--- src/pkg/prtpc_map.svh ---
// register map, field positions, reset values and codes for the reset and test-pattern block
`ifndef PRTPC_MAP_SVH
`define PRTPC_MAP_SVH

`define PRTPC_ADDR_W 5
`define PRTPC_OFF_RESET_CTRL 5'h1F
`define PRTPC_OFF_TEST_CTRL 5'h05
`define PRTPC_IDX_TEST_CTRL 6'h25
`define PRTPC_RST_RESET_CTRL 16'h0000
`define PRTPC_RST_TEST_CTRL 16'h0480

`define PRTPC_BIT_FULL_RESET 15
`define PRTPC_BIT_SOFT_RESTART 14
`define PRTPC_RESET_CTRL_RW_MASK 16'h3FFF
`define PRTPC_TEST_CTRL_RW_MASK 16'h0FFF

`define PRTPC_PULSE_HI 11
`define PRTPC_PULSE_LO 10
`define PRTPC_BIT_ZCNT_MSB 9
`define PRTPC_BIT_EXT_EN 8
`define PRTPC_BIT_ALL_PAIRS 7
`define PRTPC_PAIR_HI 6
`define PRTPC_PAIR_LO 5
`define PRTPC_BIT_TEN_EN 4
`define PRTPC_CODE_HI 3
`define PRTPC_CODE_LO 0

`define PRTPC_PULSE_P2 2'h0
`define PRTPC_PULSE_M2 2'h1
`define PRTPC_PULSE_P1 2'h2
`define PRTPC_PULSE_M1 2'h3
`define PRTPC_LVL_P2 3'h2
`define PRTPC_LVL_M2 3'h6
`define PRTPC_LVL_P1 3'h1
`define PRTPC_LVL_M1 3'h7

`define PRTPC_PAIR_ALL 4'hF
`define PRTPC_PAIR_NONE 4'h0
`define PRTPC_ZCNT_NONE 5'h00

`define PRTPC_RESET_CYCLES 8'h10
`define PRTPC_RESTART_CYCLES 8'h08
`define PRTPC_STRAP_W 16

`endif

--- src/pkg/prtpc_pkg.sv ---
// types shared by the reset and test-pattern control block
package prtpc_pkg;

  // ten-megabit pattern codes
  typedef enum logic [3:0] {
    PRTPC_TP_NLP = 4'h0,
    PRTPC_TP_PULSE_ONE = 4'h1,
    PRTPC_TP_PULSE_ZERO = 4'h2,
    PRTPC_TP_REP_ONE = 4'h3,
    PRTPC_TP_REP_ZERO = 4'h4,
    PRTPC_TP_PREAMBLE = 4'h5,
    PRTPC_TP_ONE_IDLE = 4'h6,
    PRTPC_TP_ZERO_IDLE = 4'h7,
    PRTPC_TP_REP_1001 = 4'h8,
    PRTPC_TP_RANDOM = 4'h9,
    PRTPC_TP_IDLE_00 = 4'hA,
    PRTPC_TP_IDLE_01 = 4'hB,
    PRTPC_TP_IDLE_10 = 4'hC,
    PRTPC_TP_IDLE_11 = 4'hD,
    PRTPC_TP_RSVD_E = 4'hE,
    PRTPC_TP_RSVD_F = 4'hF
  } prtpc_ten_code_t;

  // decoded test configuration handed to the line drivers
  typedef struct packed {
    logic [2:0] pulse_level;
    logic [3:0] pair_enable;
    logic ext_fast_active;
    logic [4:0] zero_count;
    logic ten_active;
    prtpc_ten_code_t ten_code;
  } prtpc_test_cfg_t;

  // register bus request
  typedef struct packed {
    logic [4:0] addr;
    logic [15:0] wdata;
    logic wr;
    logic rd;
  } prtpc_bus_req_t;

  // reset sequencer states
  typedef enum logic [2:0] {
    PRTPC_SEQ_IDLE = 3'b001,
    PRTPC_SEQ_RESET = 3'b010,
    PRTPC_SEQ_RESTART = 3'b100
  } prtpc_seq_state_t;

endpackage

--- src/hw/prtpc_strap_sync.sv ---
// three-stage synchroniser for strap inputs, change taken when stages two and three agree
module prtpc_strap_sync #(
  parameter int WIDTH = 16
) (
  input wire logic mclk_i,
  input wire logic rst_n_i,
  input wire logic [WIDTH-1:0] async_i,
  output logic [WIDTH-1:0] sync_o
);

  logic [WIDTH-1:0] s1_q;
  logic [WIDTH-1:0] s2_q;
  logic [WIDTH-1:0] s3_q;
  logic [WIDTH-1:0] out_q;

  // sampling chain
  always_ff @(posedge mclk_i) begin
    if (!rst_n_i) begin
      s1_q <= '0;
      s2_q <= '0;
      s3_q <= '0;
    end else begin
      s1_q <= async_i;
      s2_q <= s1_q;
      s3_q <= s2_q;
    end
  end

  // accept bits where the last two stages agree
  always_ff @(posedge mclk_i) begin
    if (!rst_n_i) begin
      out_q <= '0;
    end else begin
      out_q <= (s2_q & s3_q) | (out_q & (s2_q | s3_q));
    end
  end

  assign sync_o = out_q;

endmodule

--- src/hw/prtpc_pattern_decode.sv ---
// decodes the test-pattern register into line-driver controls
`include "prtpc_map.svh"
module prtpc_pattern_decode (
  input wire logic mclk_i,
  input wire logic rst_n_i,
  input wire logic [15:0] test_ctrl_i,
  output prtpc_pkg::prtpc_test_cfg_t cfg_o
);

  prtpc_pkg::prtpc_test_cfg_t cfg_d;
  prtpc_pkg::prtpc_test_cfg_t cfg_q;
  logic [1:0] pulse_sel;
  logic [1:0] pair_sel;

  // field decode
  always_comb begin
    pulse_sel = test_ctrl_i[`PRTPC_PULSE_HI:`PRTPC_PULSE_LO];
    pair_sel = test_ctrl_i[`PRTPC_PAIR_HI:`PRTPC_PAIR_LO];
    cfg_d = '0;
    case (pulse_sel)
      `PRTPC_PULSE_P2: cfg_d.pulse_level = `PRTPC_LVL_P2;
      `PRTPC_PULSE_M2: cfg_d.pulse_level = `PRTPC_LVL_M2;
      `PRTPC_PULSE_P1: cfg_d.pulse_level = `PRTPC_LVL_P1;
      default: cfg_d.pulse_level = `PRTPC_LVL_M1;
    endcase
    if (test_ctrl_i[`PRTPC_BIT_ALL_PAIRS]) begin
      cfg_d.pair_enable = `PRTPC_PAIR_ALL;
    end else begin
      cfg_d.pair_enable = 4'(4'h1 << pair_sel);
    end
    cfg_d.zero_count = {test_ctrl_i[`PRTPC_BIT_ZCNT_MSB], test_ctrl_i[`PRTPC_CODE_HI:`PRTPC_CODE_LO]};
    cfg_d.ext_fast_active = test_ctrl_i[`PRTPC_BIT_EXT_EN] & ~test_ctrl_i[`PRTPC_BIT_TEN_EN];
    cfg_d.ten_active = test_ctrl_i[`PRTPC_BIT_TEN_EN];
    cfg_d.ten_code = prtpc_pkg::prtpc_ten_code_t'(test_ctrl_i[`PRTPC_CODE_HI:`PRTPC_CODE_LO]);
  end

  // registered so the line drivers see glitch-free controls
  always_ff @(posedge mclk_i) begin
    if (!rst_n_i) begin
      cfg_q <= '0;
    end else begin
      cfg_q <= cfg_d;
    end
  end

  assign cfg_o = cfg_q;

endmodule

--- src/hw/prtpc_ctrl.sv ---
// reset/restart control and line test-pattern register bank with pattern engine
`include "prtpc_map.svh"
//
// Function
// - writing one to full reset resets transceiver, restores register defaults, self-clears
// - full reset reloads strap-backed defaults from most recently latched strap values; code re-samples the synchronised strap pins while the reset runs
// - writing one to soft restart restarts operation, keeps registers, self-clears
// - two-bit field selects pattern seven pulse level: +2, -2, +1, -1
// - extended fast pattern is one then N zeros, N from bit 9 and 3:0
// - zero count of zero clears the pattern shift register instead of running
// - extended-pattern enable runs fast pattern; software keeps ten-megabit enable low
// - channel-select top bit set drives the pattern onto all four pairs
// - top bit clear, lower two bits pick pair A, B, C or D
// - bit 4 enables ten-megabit test-pattern generation
// - four-bit code selects the ten-megabit pattern among fourteen defined kinds
module prtpc_ctrl #(
  parameter int RESET_CYCLES = `PRTPC_RESET_CYCLES,
  parameter int RESTART_CYCLES = `PRTPC_RESTART_CYCLES
) (
  input wire logic mclk_i,
  input wire logic rst_n_i,
  input wire logic [4:0] addr_i,
  input wire logic [15:0] wdata_i,
  input wire logic wr_i,
  input wire logic rd_i,
  output logic [15:0] rdata_o,
  input wire logic [15:0] strap_i,
  output logic [15:0] strap_default_o,
  output logic core_reset_n_o,
  output logic restart_o,
  output prtpc_pkg::prtpc_test_cfg_t test_cfg_o,
  output logic fast_pattern_o,
  output logic [4:0] fast_shift_o
);

  prtpc_pkg::prtpc_bus_req_t req;
  prtpc_pkg::prtpc_seq_state_t state_q;
  logic [7:0] seq_cnt_q;
  logic [15:0] reset_ctrl_q;
  logic [15:0] test_ctrl_q;
  logic [15:0] strap_sync;
  logic [15:0] strap_latch_q;
  logic [15:0] rdata_q;
  logic [4:0] shift_q;
  logic [4:0] zcnt_q;
  logic wr_reset_ctrl;
  logic wr_test_ctrl;
  logic full_req;
  logic restart_req;
  logic seq_done;
  logic full_busy;
  logic restart_busy;

  assign req = '{addr: addr_i, wdata: wdata_i, wr: wr_i, rd: rd_i};
  assign wr_reset_ctrl = req.wr && (req.addr == `PRTPC_OFF_RESET_CTRL);
  assign wr_test_ctrl = req.wr && (req.addr == `PRTPC_OFF_TEST_CTRL);
  assign full_req = wr_reset_ctrl && req.wdata[`PRTPC_BIT_FULL_RESET];
  assign restart_req = wr_reset_ctrl && req.wdata[`PRTPC_BIT_SOFT_RESTART] && !full_req;
  assign seq_done = (seq_cnt_q == 8'h00);
  assign full_busy = (state_q == prtpc_pkg::PRTPC_SEQ_RESET);
  assign restart_busy = (state_q == prtpc_pkg::PRTPC_SEQ_RESTART);

  // strap pins come from outside the clock domain
  prtpc_strap_sync #(
    .WIDTH(`PRTPC_STRAP_W)
  ) u_strap_sync (
    .mclk_i(mclk_i),
    .rst_n_i(rst_n_i),
    .async_i(strap_i),
    .sync_o(strap_sync)
  );

  // strap latch cleared by reset and taken only while a full reset runs
  always_ff @(posedge mclk_i) begin
    if (!rst_n_i) begin
      strap_latch_q <= '0;
    end else if (full_busy) begin
      strap_latch_q <= strap_sync;
    end
  end

  // reset / restart sequencer; a full reset overrides a restart
  always_ff @(posedge mclk_i) begin
    if (!rst_n_i) begin
      state_q <= prtpc_pkg::PRTPC_SEQ_IDLE;
      seq_cnt_q <= 8'h00;
    end else begin
      case (state_q)
        prtpc_pkg::PRTPC_SEQ_IDLE: begin
          if (full_req) begin
            state_q <= prtpc_pkg::PRTPC_SEQ_RESET;
            seq_cnt_q <= 8'(RESET_CYCLES - 1);
          end else if (restart_req) begin
            state_q <= prtpc_pkg::PRTPC_SEQ_RESTART;
            seq_cnt_q <= 8'(RESTART_CYCLES - 1);
          end
        end
        prtpc_pkg::PRTPC_SEQ_RESET: begin
          if (seq_done) begin
            state_q <= prtpc_pkg::PRTPC_SEQ_IDLE;
          end else begin
            seq_cnt_q <= seq_cnt_q - 8'h01;
          end
        end
        prtpc_pkg::PRTPC_SEQ_RESTART: begin
          if (full_req) begin
            state_q <= prtpc_pkg::PRTPC_SEQ_RESET;
            seq_cnt_q <= 8'(RESET_CYCLES - 1);
          end else if (seq_done) begin
            state_q <= prtpc_pkg::PRTPC_SEQ_IDLE;
          end else begin
            seq_cnt_q <= seq_cnt_q - 8'h01;
          end
        end
        default: begin
          state_q <= prtpc_pkg::PRTPC_SEQ_IDLE;
          seq_cnt_q <= 8'h00;
        end
      endcase
    end
  end

  // reset control register; trigger bits mirror sequencer activity
  always_ff @(posedge mclk_i) begin
    if (!rst_n_i || full_busy) begin
      reset_ctrl_q <= `PRTPC_RST_RESET_CTRL;
    end else if (wr_reset_ctrl) begin
      reset_ctrl_q <= req.wdata & `PRTPC_RESET_CTRL_RW_MASK;
    end
  end

  // test-pattern register; survives a restart, defaults on full reset
  always_ff @(posedge mclk_i) begin
    if (!rst_n_i || full_busy) begin
      test_ctrl_q <= `PRTPC_RST_TEST_CTRL;
    end else if (wr_test_ctrl) begin
      test_ctrl_q <= req.wdata & `PRTPC_TEST_CTRL_RW_MASK;
    end
  end

  // read data one cycle after the strobe, zero for unmapped addresses
  always_ff @(posedge mclk_i) begin
    if (!rst_n_i) begin
      rdata_q <= 16'h0000;
    end else if (req.rd) begin
      case (req.addr)
        `PRTPC_OFF_RESET_CTRL: rdata_q <= {full_busy, restart_busy, reset_ctrl_q[13:0]};
        `PRTPC_OFF_TEST_CTRL: rdata_q <= test_ctrl_q;
        default: rdata_q <= 16'h0000;
      endcase
    end else begin
      rdata_q <= 16'h0000;
    end
  end

  assign rdata_o = rdata_q;
  assign strap_default_o = strap_latch_q;
  assign core_reset_n_o = !full_busy;
  assign restart_o = restart_busy;

  prtpc_pattern_decode u_decode (
    .mclk_i(mclk_i),
    .rst_n_i(rst_n_i),
    .test_ctrl_i(test_ctrl_q),
    .cfg_o(test_cfg_o)
  );

  // fast pattern engine: one followed by zero_count zeros
  always_ff @(posedge mclk_i) begin
    if (!rst_n_i) begin
      shift_q <= 5'h00;
      zcnt_q <= 5'h00;
    end else if (!test_cfg_o.ext_fast_active || restart_busy || full_busy) begin
      shift_q <= 5'h00;
      zcnt_q <= 5'h00;
    end else if (test_cfg_o.zero_count == `PRTPC_ZCNT_NONE) begin
      shift_q <= 5'h00;
      zcnt_q <= 5'h00;
    end else if (zcnt_q == 5'h00) begin
      shift_q <= {shift_q[3:0], 1'b1};
      zcnt_q <= test_cfg_o.zero_count;
    end else begin
      shift_q <= {shift_q[3:0], 1'b0};
      zcnt_q <= zcnt_q - 5'h01;
    end
  end

  assign fast_pattern_o = shift_q[0];
  assign fast_shift_o = shift_q;

  int unsigned gap_q;
  logic seen_one_q;
  // helper: cycles since last one bit
  always_ff @(posedge mclk_i) begin
    if (!rst_n_i || shift_q[0]) begin
      gap_q <= 0;
    end else begin
      gap_q <= gap_q + 1;
    end
  end

  // helper: a one was seen since the pattern last started, so the gap is a full period
  always_ff @(posedge mclk_i) begin
    if (!rst_n_i || !test_cfg_o.ext_fast_active || restart_busy || full_busy) begin
      seen_one_q <= 1'b0;
    end else if (shift_q[0]) begin
      seen_one_q <= 1'b1;
    end
  end

  a_reset_busy_hold: assert property (@(posedge mclk_i) disable iff (!rst_n_i)
    $rose(full_busy) |-> full_busy[*8])
    else $error("full reset ended too early");
  a_reset_defaults: assert property (@(posedge mclk_i) disable iff (!rst_n_i)
    full_busy |=> test_ctrl_q == `PRTPC_RST_TEST_CTRL)
    else $error("test register not restored");
  a_strap_reload: assert property (@(posedge mclk_i) disable iff (!rst_n_i)
    full_busy |=> strap_latch_q == $past(strap_sync))
    else $error("strap values not reloaded");
  a_restart_keeps_regs: assert property (@(posedge mclk_i) disable iff (!rst_n_i)
    restart_busy && !wr_test_ctrl |=> $stable(test_ctrl_q))
    else $error("restart changed registers");
  a_restart_ends: assert property (@(posedge mclk_i) disable iff (!rst_n_i)
    $rose(restart_busy) && !wr_reset_ctrl |-> ##[1:40] !restart_busy)
    else $error("restart never completes");
  a_zero_count_clear: assert property (@(posedge mclk_i) disable iff (!rst_n_i)
    test_cfg_o.zero_count == 5'h00 |=> shift_q == 5'h00)
    else $error("shift register not cleared");
  a_fast_needs_ten_off: assert property (@(posedge mclk_i) disable iff (!rst_n_i)
    test_cfg_o.ten_active |-> !test_cfg_o.ext_fast_active)
    else $error("fast pattern with ten-megabit enable");
  a_pair_all: assert property (@(posedge mclk_i) disable iff (!rst_n_i)
    test_ctrl_q[`PRTPC_BIT_ALL_PAIRS] && $stable(test_ctrl_q) |=> test_cfg_o.pair_enable == 4'hF)
    else $error("all pairs not driven");
  a_pair_single: assert property (@(posedge mclk_i) disable iff (!rst_n_i)
    !test_ctrl_q[`PRTPC_BIT_ALL_PAIRS] |=> $countones(test_cfg_o.pair_enable) == 1)
    else $error("single pair select wrong");
  a_gap_length: assert property (@(posedge mclk_i) disable iff (!rst_n_i)
    shift_q[0] && test_cfg_o.ext_fast_active && $stable(test_cfg_o) && seen_one_q
      |-> gap_q == 32'(test_cfg_o.zero_count))
    else $error("wrong zero run length");
  a_busy_readback: assert property (@(posedge mclk_i) disable iff (!rst_n_i)
    req.rd && req.addr == `PRTPC_OFF_RESET_CTRL && full_busy |=> rdata_o[15])
    else $error("reset bit not readable while busy");

  c_full_reset: cover property (@(posedge mclk_i) disable iff (!rst_n_i) $fell(full_busy));
  c_restart: cover property (@(posedge mclk_i) disable iff (!rst_n_i) $fell(restart_busy));
  c_fast_pattern: cover property (@(posedge mclk_i) disable iff (!rst_n_i) $rose(fast_pattern_o));
  c_ten_mode: cover property (@(posedge mclk_i) disable iff (!rst_n_i) test_cfg_o.ten_active);

endmodule

--- config.mk ---
export PLATFORM = sky130hd
export DESIGN_NAME = prtpc_ctrl
export DESIGN_NICKNAME = d
export VERILOG_FILES = /design/src/pkg/prtpc_pkg.sv /design/src/hw/prtpc_strap_sync.sv /design/src/hw/prtpc_pattern_decode.sv /design/src/hw/prtpc_ctrl.sv
export VERILOG_INCLUDE_DIRS = /design/src /design/src/pkg
export SDC_FILE = /design/constraint.sdc
export NUM_CORES = 1
export LEC_CHECK = 0
export ABC_AREA = 1
export BUFFER_PORTS_ARGS = -buffer_cell sky130_fd_sc_hd__buf_2
export CAP_MARGIN = 20
export CORE_MARGIN = 2
export CORE_UTILIZATION = 55
export DETAILED_ROUTE_END_ITERATION = 10
export HOLD_SLACK_MARGIN = 0.03
export PLACE_DENSITY = 0.79
export SLEW_MARGIN = 30
export SYNTH_ARGS = -nofsm -noshare
export SYNTH_HDL_FRONTEND = slang
export SYNTH_SLANG_ARGS = --single-unit
--- constraint.sdc ---
create_clock -name mclk_i -period 1.6 [get_ports mclk_i]
set_clock_uncertainty 0.05 [all_clocks]
set_input_delay 0.4 -clock mclk_i [delete_from_list [all_inputs] [get_ports mclk_i]]
set_output_delay 0.4 -clock mclk_i [all_outputs]
set_load 0.01 [all_outputs]
==> results.cfg <==
[sta]
slew_headroom_pct = 77.0
worst_slew_pin_slew_ps = 344
setup_viol = 2
finalCriticalPeriod_ps = 1690
rsz0062_at_grt = true
clock.fmax_ghz = 0.593
post-route-period-util_pct = 105
drv_slew = 0
holdWs_ps = 32.7
worst_slack_ps = -87.0
timing_hold_violations_final = 0

[synth]
synth_seq_cells = 157
synth_top_area_share_pct = 56.7
synth_most_common_cell = nand2_1
netlist-cell-type-count = 29
postSynthAreaPerCell_um2 = 7.96
ys_seq_area_share_pct = 56.7
synth_warnings = 0
syn_area_um2 = 5540
syn-num-nets = 740
synth-edff-count = 0
yosysTopAreaCell = dfxtp_1
synthFlopType = dfxtp_1
syn-instance-count = 696
yosys-top-cells-area = dfxtp_1, nand2_1, a21oi_1
synth-async-reset-ratio_pct = 0
synthTopCellsByCount = nand2_1, dfxtp_1, inv_1

[grt]
track_usage_pct = 23.9
grt_max_degree = 68
antenna_found_initial = 0
grt_overflow = 0
grt_pass1_wl_um = 21000
grt_pass1_vias = 4749

[drt]
first_pass_iters = 10
ant_nets = 0
wire_per_inst_um = 13.2
first_iter_violations = 221
avgViaCountPerCell = 5.07
wirelength_um = 12700
vias = 4894
drcViolationCount = 0

[die]
num_rows = 36
start_util_pct = 56.7
fp.dieArea_um2 = 10900
die_h_um = 104
ios = 99
core-area_um2 = 9770
die_w_um = 104

[setup_path]
slowest_delay_ps = 360
crit_family = flip-flops
cp_num_buf_inv = 2
crit_fanout = 3
startpoint_type = flop
path_cells = buf_12, nor2_4, buf_6
critPathArrivalTime_ps = 1240
slowest_stage = dfxtp_4
worstPathRequired_ps = 1150
criticalPathCategory = flop to primary output
endpoint_kind = primary output

[place]
port-buffer-count = 98
routabilityCongestion = 0.897
dp_hpwl_um = 8320

[clock_network]
clockBufferDepth = 2
path_clk_slew_ps = 60
cts_tree = built
h-tree-depth = 4
clk_latency_ps = 530
cts_made_buffers = 17
clock_sinks = 157
cts-root-buf = clkbuf_8

[job]
maxCapViolations = 0

[layout]
area_growth_pct = 26.0
num_antenna_cells = 0
final_nets = 863
drive_gt1_share_pct = 21.6
final_core_util_pct = 71.5

[worst_hold_path]
hp-class = input port to flop

[power]
power_mw = 8.85
powerDensity_nw_per_um2 = 1270
p_leak_nw = 3.32
peakVddDrop_uv = 778

[status]
outcome = complete, but fails checks
violations = negative setup slack
state kept, by name (all words and copies together), names as in the netlist:
signal and flops:
rdata_o 16, strap_default_o 16, u_strap_sync.s1_q 16, u_strap_sync.s2_q 16, u_strap_sync.s3_q 16, u_strap_sync.sync_o 16, reset_ctrl_q 14, u_decode.cfg_o 14
test_ctrl_q 12, seq_cnt_q 8, fast_shift_o 5, zcnt_q 5, state_q 3
through the flow:
step	cell area [um2]	TNS, ps	cells	worst slack [ps]
final	6990	-128	965	-87.0
after global routing	6990	-244	965	-131
after CTS	6990	-183	966	-102
after detailed placement	6180	0	913	0.412
after global placement	6180	0	913	69.4
after floorplan	5540	0	696	289
power by group:
group	internal, mW	switching, mW	leakage (nW)
clock network	2.18	1.64	0.267
registers	4.01	0.0648	1.28
logic	0.339	0.612	1.78
cell type report:
cell class / count / area (um2)
clock inverters: 12 / 124
multi-input cells: 416 / 1900
repair buffers: 134 / 848
well taps: 133 / 166
inverters: 93 / 349
clock buffers: 20 / 445
flip-flops and latches: 157 / 3150
fillers: 733 / 2790
per-layer routing:
metal  GRT usage (%)  vias to the layer above  part of all wire [%]
met3            6.27                       48                   6.4
met5               0                        -                     0
met1            27.0                     2213                    40
met2            41.0                      215                    50
li1                -                     2418                     -
met4            13.0                        0                   3.8
repair_timing:
| item | 4_1_cts | 5_1_grt |
|---|---|---|
| hold buffers | 15 | 0 |
| setup endpoints to repair | 2 | 10 |
| pin swaps | 1 | 0 |
| buffers inserted | 6 | 0 |
| cloned | 0 | 0 |
| resized for setup | 12 | 5 |
| hold endpoints to repair | 15 | 0 |
worst register-to-register path: stages, from the launching register on:
cell and delay, ps:
dfxtp_4 360, inv_2 60, nand3_2 100, buf_4 160, buf_4 160, nand2_1 150, nand3_1 110, nand3_1 90
nand2_1 60, a21oi_1 120
layout by cell type (no fill, tap or decap), drive strengths merged:
master,count
inv,98
nor2,45
nand4,7
nor3,5
o21ai,28
o211ai,3
dfxtp,157
buf,119
clkbuf,20
clkinvlp,4
ha,3
bufinv,1
dlygate4sd3,15
nand3,38
a31oi,1
clkinv,2
a211oi,1
a21oi,78
xor2,2
nand2,203
or2,2
logic make-up after synthesis:
group / after synthesis / synth area share, %
simple gates: 300 / 22.6
flops: 157 / 56.7
buf+inv: 123 / 9.26
compound gates: 111 / 10.4
fa+ha+maj: 3 / 0.677
xor+xnor: 2 / 0.316
path summary, 6_finish.rpt:
check	cells after the start	to	slack (ps)	start
min	3	u_strap_sync.s1_q[5]	30	strap_i[5]
min reg2reg	2	u_strap_sync.s2_q[13]	360	u_strap_sync.s1_q[13]
max	3	restart_o	-90	state_q[0]
max reg2reg	9	seq_cnt_q[2]	110	state_q[0]
Note: power is estimated with default switching activity, not from simulation.
